$ cat config.mk
export PLATFORM = sky130hd
export DESIGN_NAME = lac_front
export DESIGN_NICKNAME = d
export VERILOG_FILES = /design/src/hw/lac_pkg.sv /design/src/hw/lac_fifo.sv /design/src/hw/lac_front.sv
export SDC_FILE = /design/constraint.sdc
export NUM_CORES = 1
export LEC_CHECK = 0
export BUFFER_PORTS_ARGS = -buffer_cell sky130_fd_sc_hd__clkbuf_2
export CAP_MARGIN = 40
export CELL_PAD_IN_SITES_DETAIL_PLACEMENT = 0
export CELL_PAD_IN_SITES_GLOBAL_PLACEMENT = 1
export CORE_MARGIN = 8
export CORE_UTILIZATION = 40
export DETAILED_ROUTE_END_ITERATION = 16
export HOLD_SLACK_MARGIN = 0.03
export PLACE_DENSITY_LB_ADDON = 0.1
export SETUP_SLACK_MARGIN = 0.5
export SYNTH_ARGS = -nofsm -noshare
export SYNTH_HDL_FRONTEND = slang
export SYNTH_SLANG_ARGS = --single-unit
export TNS_END_PERCENT = 50
$ cat constraint.sdc
create_clock -name i_clk -period 5.55 [get_ports i_clk]
set_clock_uncertainty 0.15 [all_clocks]
set_input_delay 0.555 -clock i_clk [delete_from_list [all_inputs] [get_ports i_clk]]
set_output_delay 0.555 -clock i_clk [all_outputs]
set_load 0.05 [all_outputs]
$ cat src/hw/lac_pkg.sv
// Shared constants and types for the logic acquisition front end
package lac_pkg;
  // ==========================================================
  // Geometry
  localparam int POD_W    = 17;
  localparam int NUM_PODS = 2;
  localparam int UNIT_W   = 34;
  localparam int CMP_W    = 9;
  localparam int NUM_CMP  = 4;
  localparam int CD_BIT   = 16;
  localparam int NUM_SCLK = 6;
  localparam int NUM_THR  = 8;
  localparam int THR_W    = 8;
  localparam int TAPS     = 4;
  localparam int TAP_W    = 2;
  localparam int DIV_W    = 8;
  localparam int FIFO_DEPTH = 8;
  localparam int MAX_CLKS   = 6;
  // ==========================================================
  // Counts and reset values
  localparam int OPT_W = 5;
  localparam logic [OPT_W-1:0] OPT_EDGES = 5'h10;
  localparam logic [THR_W-1:0] THR_RST   = 8'h00;
  localparam logic [7:0]       LFSR_SEED = 8'h01;
  localparam logic [TAP_W-1:0] TAP_RST   = 2'h0;
  localparam logic [DIV_W-1:0] DIV_RST   = 8'h00;
  localparam logic [1:0]       PHASE_RST = 2'h0;
  // ==========================================================
  // Types
  typedef enum logic [2:0]
  {
    ST_IDLE = 3'b001,
    ST_OPT  = 3'b010,
    ST_RUN  = 3'b100
  } lac_state_t;

  typedef struct packed
  {
    logic [UNIT_W-1:0] data;
    logic [1:0]        phase;
    logic              tst;
  } lac_smp_t;
endpackage

$ cat src/hw/lac_fifo.sv
// Sample FIFO with valid and ready on both sides
`timescale 1ns/100ps
module lac_fifo
  import lac_pkg::*;
#(
  parameter int W     = 37,
  parameter int DEPTH = FIFO_DEPTH
)
(
  // Clock and reset
  input  wire logic         i_clk,
  input  wire logic         i_rst,
  // Fill side
  input  wire logic         i_valid,
  input  wire logic [W-1:0] i_data,
  output logic              o_ready,
  // Drain side
  output logic              o_valid,
  output logic [W-1:0]      o_data,
  input  wire logic         i_ready
);
  localparam int AW = $clog2(DEPTH);

  logic [W-1:0]  mem_reg [DEPTH];
  logic [AW-1:0] wr_ptr_reg;
  logic [AW-1:0] rd_ptr_reg;
  logic [AW:0]   count_reg;
  wire           push;
  wire           pop;

  assign o_ready = (count_reg != (AW+1)'(DEPTH));
  assign o_valid = (count_reg != '0);
  assign o_data  = mem_reg[rd_ptr_reg];
  assign push    = i_valid && o_ready;
  assign pop     = o_valid && i_ready;

  // ==========================================================
  // Pointers wrap at DEPTH so any depth works
  always_ff @(posedge i_clk)
  begin
    if (i_rst)
    begin
      wr_ptr_reg <= '0;
      rd_ptr_reg <= '0;
      count_reg  <= '0;
    end
    else
    begin
      if (push)
        wr_ptr_reg <= (wr_ptr_reg == AW'(DEPTH-1)) ? '0 : wr_ptr_reg + 1'b1;
      if (pop)
        rd_ptr_reg <= (rd_ptr_reg == AW'(DEPTH-1)) ? '0 : rd_ptr_reg + 1'b1;
      count_reg <= count_reg + (AW+1)'(push) - (AW+1)'(pop);
    end
  end

  always_ff @(posedge i_clk)
  begin
    if (push)
      mem_reg[wr_ptr_reg] <= i_data;
  end
endmodule // lac_fifo

$ cat src/hw/lac_front.sv
// Acquisition unit front end for one pod pair
`timescale 1ns/100ps
// How it works
// - Each pod brings sixteen data pins plus one clock-or-data pin.
// - The clock-or-data pin is data unless it is an active state clock.
// - Only the lowest NCLK_CAP state clock lines may be enabled.
// - One threshold per pod covers its clock pin and data pins alike.
// - Two nine-channel comparator groups per pod resolve all its pins.
// - Eight threshold registers, one per pod, each written independently.
// - One unit captures all 34 channels of its pod pair.
// - All six state clocks reach the unit; it makes its own sample edge.
// - Every run starts with delay-tap optimisation before storing data.
// - Fast timing samples on the ticks of the four-phase clock.
// - Slow timing: one master unit divides; all units sample its clock.
// - The shared sync pulse realigns the phase counter of every unit.
// - Self-test drives a serial pattern on all comparator channels.
module lac_front
  import lac_pkg::*;
#(
  parameter int NCLK_CAP = MAX_CLKS,
  parameter int CD_BASE  = 0
)
(
  // Clock and reset
  input  wire logic                        i_clk,
  input  wire logic                        i_rst,
  // Probe and clock pins
  input  wire logic [NUM_PODS*POD_W-1:0]   i_pod,
  input  wire logic [NUM_SCLK-1:0]         i_sclk,
  input  wire logic                        i_sync,
  input  wire logic                        i_slow_clk,
  // Configuration
  input  wire logic                        i_run,
  input  wire logic                        i_timing,
  input  wire logic                        i_slow_sel,
  input  wire logic                        i_div_master,
  input  wire logic [DIV_W-1:0]            i_div,
  input  wire logic [3:0]                  i_phase_mask,
  input  wire logic [NUM_SCLK-1:0]         i_clk_en,
  input  wire logic                        i_test,
  // Threshold programming
  input  wire logic                        i_thr_wr,
  input  wire logic [2:0]                  i_thr_idx,
  input  wire logic [THR_W-1:0]            i_thr_val,
  // Sample stream
  input  wire logic                        i_ready,
  output lac_smp_t                         o_data,
  output logic                             o_valid,
  // Status and pins out
  output logic [NUM_THR*THR_W-1:0]         o_thresh,
  output logic                             o_slow_clk,
  output logic                             o_running,
  output logic [TAP_W-1:0]                 o_tap,
  output logic                             o_overrun,
  output logic                             o_test_err
);
  localparam logic [NUM_SCLK-1:0] CAP_MASK =
    NUM_SCLK'((1 << NCLK_CAP) - 1);

  // ==========================================================
  // Functions
  // Nine-channel comparator groups
  function automatic logic [UNIT_W-1:0] expand(input logic [3:0] b);
    logic [UNIT_W-1:0] w;
    w = '0;
    for (int i = 0; i < UNIT_W; i++)
      w[i] = b[2*(i/POD_W) + ((i%POD_W) >= CMP_W ? 1 : 0)];
    return w;
  endfunction

  function automatic logic [TAP_W-1:0] best_tap(
    input logic [TAPS*OPT_W-1:0] c);
    logic [TAP_W-1:0] t;
    logic [OPT_W-1:0] m;
    t = TAP_RST;
    m = c[OPT_W-1:0];
    for (int i = 1; i < TAPS-1; i++)
      if (c[i*OPT_W +: OPT_W] < m)
      begin
        m = c[i*OPT_W +: OPT_W];
        t = TAP_W'(i);
      end
    return t;
  endfunction

  // ==========================================================
  // Registers
  lac_state_t                state_reg;
  logic [NUM_PODS*POD_W-1:0] pod_s1_reg;
  logic [NUM_PODS*POD_W-1:0] pod_s2_reg;
  logic [NUM_SCLK-1:0]       sclk_s1_reg;
  logic [NUM_SCLK-1:0]       sclk_s2_reg;
  logic [NUM_SCLK-1:0]       sclk_prev_reg;
  logic [2:0]                sync_reg;
  logic [2:0]                slow_reg;
  logic [THR_W-1:0]          thr_reg [NUM_THR];
  logic                      timing_reg;
  logic                      slow_sel_reg;
  logic                      master_reg;
  logic [1:0]                phase_reg;
  logic [DIV_W-1:0]          div_cnt_reg;
  logic                      slow_out_reg;
  logic [7:0]                lfsr_reg;
  logic [UNIT_W-1:0]         hist_reg [TAPS];
  logic [3:0]                exp_reg [TAPS];
  logic [TAP_W-1:0]          tap_reg;
  logic [OPT_W-1:0]          opt_cnt_reg;
  logic [TAPS*OPT_W-1:0]     tr_cnt_reg;
  logic                      overrun_reg;
  logic                      test_err_reg;
  logic                      run_prev_reg;
  lac_smp_t                  out_data_reg;
  logic                      out_valid_reg;

  // ==========================================================
  // Decode
  wire [NUM_SCLK-1:0] clk_act;
  wire [NUM_SCLK-1:0] sclk_rise;
  wire                state_edge;
  wire                sync_rise;
  wire                slow_rise;
  wire                fast_en;
  wire                sample_en;
  wire [UNIT_W-1:0]   pod_word;
  wire [UNIT_W-1:0]   front_word;
  wire [UNIT_W-1:0]   sel_word;
  wire [UNIT_W-1:0]   exp_word;
  wire                run_start;
  wire                opt_done;
  wire                push;
  wire                fifo_ready;
  wire                fifo_valid;
  lac_smp_t           fifo_data;
  lac_smp_t           push_data;
  wire                out_ready;

  assign clk_act    = i_clk_en & CAP_MASK;
  assign sclk_rise  = sclk_s2_reg & ~sclk_prev_reg & clk_act;
  assign state_edge = |sclk_rise;
  assign sync_rise  = sync_reg[1] & ~sync_reg[2];
  assign slow_rise  = slow_reg[1] & ~slow_reg[2];
  assign fast_en    = i_phase_mask[phase_reg];
  assign sample_en  = !timing_reg ? state_edge :
                      (slow_sel_reg ? slow_rise : fast_en);

  genvar p;
  generate
    for (p = 0; p < NUM_PODS; p++)
    begin : g_pod
      wire cd_is_clk;
      assign cd_is_clk = !timing_reg && clk_act[CD_BASE+p];
      assign pod_word[p*POD_W +: CD_BIT] = pod_s2_reg[p*POD_W +: CD_BIT];
      assign pod_word[p*POD_W+CD_BIT] =
        pod_s2_reg[p*POD_W+CD_BIT] & ~cd_is_clk;
    end
  endgenerate

  assign front_word = i_test ? expand(lfsr_reg[3:0]) : pod_word;
  assign sel_word   = hist_reg[tap_reg];
  assign exp_word   = expand(exp_reg[tap_reg]);
  assign run_start  = i_run && !run_prev_reg && (state_reg == ST_IDLE);
  assign opt_done   = (opt_cnt_reg == OPT_EDGES);
  assign push       = (state_reg == ST_RUN) && sample_en;
  assign push_data  = '{data: sel_word, phase: phase_reg, tst: i_test};
  assign out_ready  = !out_valid_reg || i_ready;

  assign o_data     = out_data_reg;
  assign o_valid    = out_valid_reg;
  assign o_slow_clk = slow_out_reg;
  assign o_running  = state_reg[2]; // One-hot run bit
  assign o_tap      = tap_reg;
  assign o_overrun  = overrun_reg;
  assign o_test_err = test_err_reg;

  genvar t;
  generate
    for (t = 0; t < NUM_THR; t++)
    begin : g_thr
      assign o_thresh[t*THR_W +: THR_W] = thr_reg[t];
    end
  endgenerate

  // ==========================================================
  // Pin synchronisers
  always_ff @(posedge i_clk)
  begin
    pod_s1_reg    <= i_pod;
    pod_s2_reg    <= pod_s1_reg;
    sclk_s1_reg   <= i_sclk;
    sclk_s2_reg   <= sclk_s1_reg;
    sclk_prev_reg <= sclk_s2_reg;
    sync_reg      <= {sync_reg[1:0], i_sync};
    slow_reg      <= {slow_reg[1:0], i_slow_clk};
  end

  // ==========================================================
  // Thresholds
  always_ff @(posedge i_clk)
  begin
    if (i_rst)
      for (int i = 0; i < NUM_THR; i++)
        thr_reg[i] <= THR_RST;
    else if (i_thr_wr)
      thr_reg[i_thr_idx] <= i_thr_val;
  end

  // ==========================================================
  // Run control
  always_ff @(posedge i_clk)
  begin
    if (i_rst)
    begin
      state_reg    <= ST_IDLE;
      run_prev_reg <= 1'b0;
      timing_reg   <= 1'b0;
      slow_sel_reg <= 1'b0;
      master_reg   <= 1'b0;
    end
    else
    begin
      run_prev_reg <= i_run;
      unique case (state_reg)
        ST_IDLE:
        begin
          timing_reg   <= i_timing;
          slow_sel_reg <= i_slow_sel;
          master_reg   <= i_div_master;
          if (run_start)
            state_reg <= ST_OPT;
        end
        ST_OPT:
          if (!i_run)
            state_reg <= ST_IDLE;
          else if (opt_done)
            state_reg <= ST_RUN;
        ST_RUN:
          if (!i_run)
            state_reg <= ST_IDLE;
      endcase
    end
  end

  // ==========================================================
  // Delay taps and optimisation
  // Taps are sample-history depths; the one whose data changed least
  // around the clock edge is the one nearest the valid window.
  always_ff @(posedge i_clk)
  begin
    hist_reg[0] <= front_word;
    exp_reg[0]  <= lfsr_reg[3:0];
    for (int i = 1; i < TAPS; i++)
    begin
      hist_reg[i] <= hist_reg[i-1];
      exp_reg[i]  <= exp_reg[i-1];
    end
  end

  always_ff @(posedge i_clk)
  begin
    if (i_rst || run_start)
    begin
      opt_cnt_reg <= '0;
      tr_cnt_reg  <= '0;
      if (i_rst)
        tap_reg <= TAP_RST;
    end
    else if (state_reg == ST_OPT && sample_en && !opt_done)
    begin
      opt_cnt_reg <= opt_cnt_reg + 1'b1;
      for (int i = 0; i < TAPS-1; i++)
        if (hist_reg[i] != hist_reg[i+1])
          tr_cnt_reg[i*OPT_W +: OPT_W] <=
            tr_cnt_reg[i*OPT_W +: OPT_W] + 1'b1;
    end
    else if (state_reg == ST_OPT && opt_done)
      tap_reg <= best_tap(tr_cnt_reg);
  end

  // ==========================================================
  // Four-phase tick and slow divider
  always_ff @(posedge i_clk)
  begin
    if (i_rst)
    begin
      phase_reg    <= PHASE_RST;
      div_cnt_reg  <= DIV_RST;
      slow_out_reg <= 1'b0;
    end
    else
    begin
      phase_reg <= sync_rise ? PHASE_RST : phase_reg + 1'b1;
      if (!(master_reg && timing_reg && slow_sel_reg) ||
          state_reg == ST_IDLE)
      begin
        div_cnt_reg  <= DIV_RST;
        slow_out_reg <= 1'b0;
      end
      else if (phase_reg == PHASE_RST)
      begin
        if (div_cnt_reg == i_div)
        begin
          div_cnt_reg  <= DIV_RST;
          slow_out_reg <= ~slow_out_reg;
        end
        else
          div_cnt_reg <= div_cnt_reg + 1'b1;
      end
    end
  end

  // ==========================================================
  // Self-test pattern and check
  always_ff @(posedge i_clk)
  begin
    if (i_rst)
    begin
      lfsr_reg     <= LFSR_SEED;
      test_err_reg <= 1'b0;
      overrun_reg  <= 1'b0;
    end
    else
    begin
      lfsr_reg <= {lfsr_reg[6:0],
                   lfsr_reg[7] ^ lfsr_reg[5] ^ lfsr_reg[4] ^ lfsr_reg[3]};
      if (run_start)
      begin
        test_err_reg <= 1'b0;
        overrun_reg  <= 1'b0;
      end
      if (push && i_test && sel_word != exp_word)
        test_err_reg <= 1'b1;
      // Target cannot be stalled, so a full FIFO loses the sample
      if (push && !fifo_ready)
        overrun_reg <= 1'b1;
    end
  end

  // ==========================================================
  // Storage FIFO and output register
  lac_fifo #(
    .W     ($bits(lac_smp_t)),
    .DEPTH (FIFO_DEPTH)
  ) u_fifo (
    .i_clk   (i_clk),
    .i_rst   (i_rst),
    .i_valid (push),
    .i_data  (push_data),
    .o_ready (fifo_ready),
    .o_valid (fifo_valid),
    .o_data  (fifo_data),
    .i_ready (out_ready)
  );

  always_ff @(posedge i_clk)
  begin
    if (i_rst)
    begin
      out_valid_reg <= 1'b0;
      out_data_reg  <= '0;
    end
    else if (out_ready)
    begin
      out_valid_reg <= fifo_valid;
      out_data_reg  <= fifo_data;
    end
  end
endmodule // lac_front

==> metrics list <==
- The flow ran to the end, and the final reports show no timing, DRC or antenna violations.
- Via count of the first global-routing pass: 14000
* Area of placed instances: 27400 um2
- Required time of the critical path: 5.68 ns
- Across the run, the number of max-cap violations was 0.
* Mean instance size in the synthesized netlist: 15.8 um2
* Post-route cell area: 30300 um2
- CTS tree: yes
- In this run the number of H-tree levels came out at 3.
* First-pass GRT wire length: 87300 um
- Number of CTS-inserted buffers: 76
- The worst setup path is captured at a flop.
- Max-slew violations: 0
- Global route overflow: 0
- Die H: 268 um
- The root buffer cell chosen for the clock tree is sky130_fd_sc_hd__clkbuf_16.
* Total standard cell area after synthesis: 25300 um2
- Mux contribution to synthesized area: 0.120
* RSZ-0062 raised after global routing: false
* Crit Path Category: flop to flop
- The die covers 71600 um2.
* Critical path depth: 8
* Effective utilization at floorplan: 0.403
- Total vias in the final route: 13600
* Worst setup path start: phase_reg[0]
- For this run, the total global-route usage over all layers was measured as 0.160.
* Clock-pin slew of the registers on the worst-case setup and hold paths: 0.06 ns
- Synthesized Nets: 1706
* Worst-case reg-to-reg path depth: 8
- Placeable Area: 62900 um2
- In the routed layout, each cell is associated on average with a via count of 4.87.
- DRC violations left: 0
- On the critical path, the stage with the largest delay is an instance of sky130_fd_sc_hd__nor2_4.
- The compound-cell area share of the yosys netlist was 0.0299.
- IO Count: 188
- The path class of the tightest hold or removal check is primary input to flop.
* Reg-to-Reg Start: phase_reg[0]
* Critical Path AT: 3.84 ns
- Share of layout cells above drive strength 1: 0.245
- Summing all flip-flop and latch instances after layout gives 17700 um2.
- Leak: 0.0110 uW
- The endpoint identified for the worst register-to-register timing path is u_fifo.mem_reg[1][2].
- Final-stage net count: 1987
- Of the total synthesized cell area, the portion taken by XOR and XNOR cells is 0.0481.
- Traced cell by cell, the critical path runs through mux4_2 -> nor2b_1 -> o22a_1 -> nand2_1 -> a21oi_2 -> nand2b_1 -> nor2_4 -> buf_4.
- CP startpoint kind: flop
- Source-to-sink clock delay at the later pin of the worst-skew pair: 0.61 ns
* Register-to-register setup slack: 1.84 ns
- Weighted congestion reported at the end of routability-driven placement: 0.778
- The number of different library cells used by synthesis comes to 51.
- Measured against its own limit, the worst slew margin works out to 0.417.
- In this run the worst path has a maximum fanout of 23.
- Worst stage delay on the critical path: 0.76 ns
- Post-synthesis instance total: 1600
- Number of antenna violations at the first check in global routing: 0
- Area share of and/or/nand/nor cells after synthesis: 0.0715
- The clock period could shrink to 3.71 ns.
- Yosys mapped a number of flops with a built-in enable equal to 362.
* Std-Cell Rows: 92
- Flop and latch count out of synthesis: 704
- Setup violations remaining at the end of the flow were counted as 0.
- Floorplan die width: 268 um
* Worst Tran Pin Value: 0.872 ns
- For this run, the register share of the synthesized area comes to 0.700.
* Layout Area Growth over Synthesis: 19.9%
- Wirelength per Cell: 20.6 um
* Flip-flop count of the largest register, all copies and words added: 296
* Combinational family with the most area after synthesis: multiplexers
- Area used by multi-input combinational logic: 7200 um2
- Share of flip-flops with an asynchronous set or reset after synthesis: 0
* Number of fill cells in the layout: 5526
- Final wirelength: 57300 um
* First DRT Iteration DRCs: 673
* Fin Setup TNS: 0 ns
- Across the VDD grid, the largest voltage drop is 0.263 mV.
- Clock Sinks: 704
- Maximum buffer depth of the clock tree: 3
- Entering global routing, the biggest net connects 76 pins.
* Category of cells accounting for the largest share of critical-path delay: simple AND/OR/NAND/NOR gates
- Detailed placement finished with a half-perimeter wire length of 39100 um.
- Static timing analysis puts the maximum clock frequency at 269 MHz.
- Ratio of final minimum period to clock period: 0.669
- The detail route stage leaves a number of antenna-violating nets equal to 0.
- In this run the tool buffered the top-level ports with 187 buffer cells.
- For this run, the detailed router's first-pass iteration total came to 4.
- Adder-Cell Fraction of Synth Area: 0.0132
- For this design the ratio of total power to cell area is 434 nW/um2.
* Critical path capture point: u_fifo.mem_reg[1][2]
- For this run, the leading register cell type out of synthesis is sky130_fd_sc_hd__edfxtp_1.
- During synthesis, Yosys emitted a total of 0 warnings.
- The number of hold-slack violations in the final timing report was 0.
* Worst Path Buf+Inv: 1
- Post-CTS timing repair inserted 0 buffers for setup.
placed cells by master (no fill, tap or decap), drive strengths merged, types with 25 or more instances in the layout:
cell type,netlist,routed
dfxtp,342,342
dlygate4sd3,0,44
o21ai,39,39
mux2i,47,47
buf,20,28
ha,25,25
xor2,45,45
and2,65,65
nand4,31,31
a211oi,40,40
inv,52,58
nor2,103,103
nand2,27,27
mux4,113,113
xnor2,94,94
edfxtp,362,362
clkbuf,36,285
per-layer routing:
metal  GRT usage  routed length, um
met4      0.0443               1270
met2       0.268              28200
met5           0                  0
met3      0.0290               1860
met1       0.214              26000
synth_stat cells (all sizes together), types with 2 or more instances:
master | instances | area [um2]
edfxtp | 362 | 10900
dfxtp | 342 | 6850
mux4 | 113 | 2540
nor2 | 103 | 387
xnor2 | 94 | 823
and2 | 65 | 409
inv | 52 | 195
mux2i | 47 | 470
xor2 | 45 | 394
a211oi | 40 | 300
o21ai | 39 | 195
clkbuf | 36 | 135
nand4 | 31 | 194
nand2 | 27 | 101
ha | 25 | 313
a21oi | 24 | 131
buf | 20 | 111
nor3 | 20 | 100
nor4 | 18 | 113
nand3 | 17 | 85.1
nor2b | 14 | 87.6
nand2b | 13 | 81.3
or2 | 11 | 68.8
nand3b | 8 | 60.1
and3 | 6 | 37.5
a21o | 4 | 30.0
nor3b | 3 | 27.5
or3 | 3 | 18.8
a22oi | 2 | 15.0
cell families (layout without fill, tap and decap cells):
family,count (synthesis),in the layout
flip-flops,704,704
AND/OR/NAND/NOR,343,343
multiplexers,161,161
XOR/XNOR,139,139
AO/OA/AOI/OAI,119,119
buffers and inverters,108,448
adder cells (fa/ha/maj),26,26
other,0,1
worst min path at each step:
stage | endpoint | start | depth (start not counted)
after global placement | slow_reg[1] | slow_reg[0] | 0
after global routing | timing_reg | i_timing | 3
after CTS | timing_reg | i_timing | 3
after floorplan | pod_s2_reg[0] | pod_s1_reg[0] | 0
after detailed placement | pod_s2_reg[22] | pod_s1_reg[22] | 0
final | timing_reg | i_timing | 3
per-stage QoR:
step                      hold slack [ns]  setup slack (ns)  cells  total power (uW)  utilization
after floorplan                     0.160             0.855   1600              7610            -
after global placement              0.161              1.76   2601              8220        0.435
after detailed placement            0.162              1.71   2605              8250        0.436
after CTS                          0.0315              1.70   2786             13400        0.483
after global routing               0.0445              1.50   2786             13700        0.483
final                              0.0706              1.84   2787             13200        0.483
power breakdown:
part | leakage (uW) | internal, uW | total (uW) | switching (uW)
Sequential | 0.00618 | 5790 | 6080 | 296
Clock | 0.00124 | 3050 | 5070 | 2020
Combinational | 0.00357 | 822 | 2020 | 1200
tightest hold or removal path, cell delays in order:
cell                       delay (ns)
sky130_fd_sc_hd__clkbuf_2        0.09
sky130_fd_sc_hd__mux2i_1         0.06
sky130_fd_sc_hd__nor2_1          0.08
layout make-up:
| class | count | share of cell area |
|---|---|---|
| Sequential cell | 704 | 0.584 |
| Antenna cell | 1 | 0.0000825 |
| Inverter | 52 | 0.00643 |
| Multi-Input combinational cell | 788 | 0.237 |
| Clock inverter | 38 | 0.0137 |
| Clock buffer | 99 | 0.0692 |
| Tap cell | 846 | 0.0349 |
| Timing Repair Buffer | 259 | 0.0541 |
what timing repair did:
| action | CTS | global route |
|---|---|---|
| hold endpoints to repair | 44 | 0 |
| hold buffers | 44 | 0 |
| gates resized for setup | 0 | 0 |
Note: power is estimated with default switching activity, not from simulation.
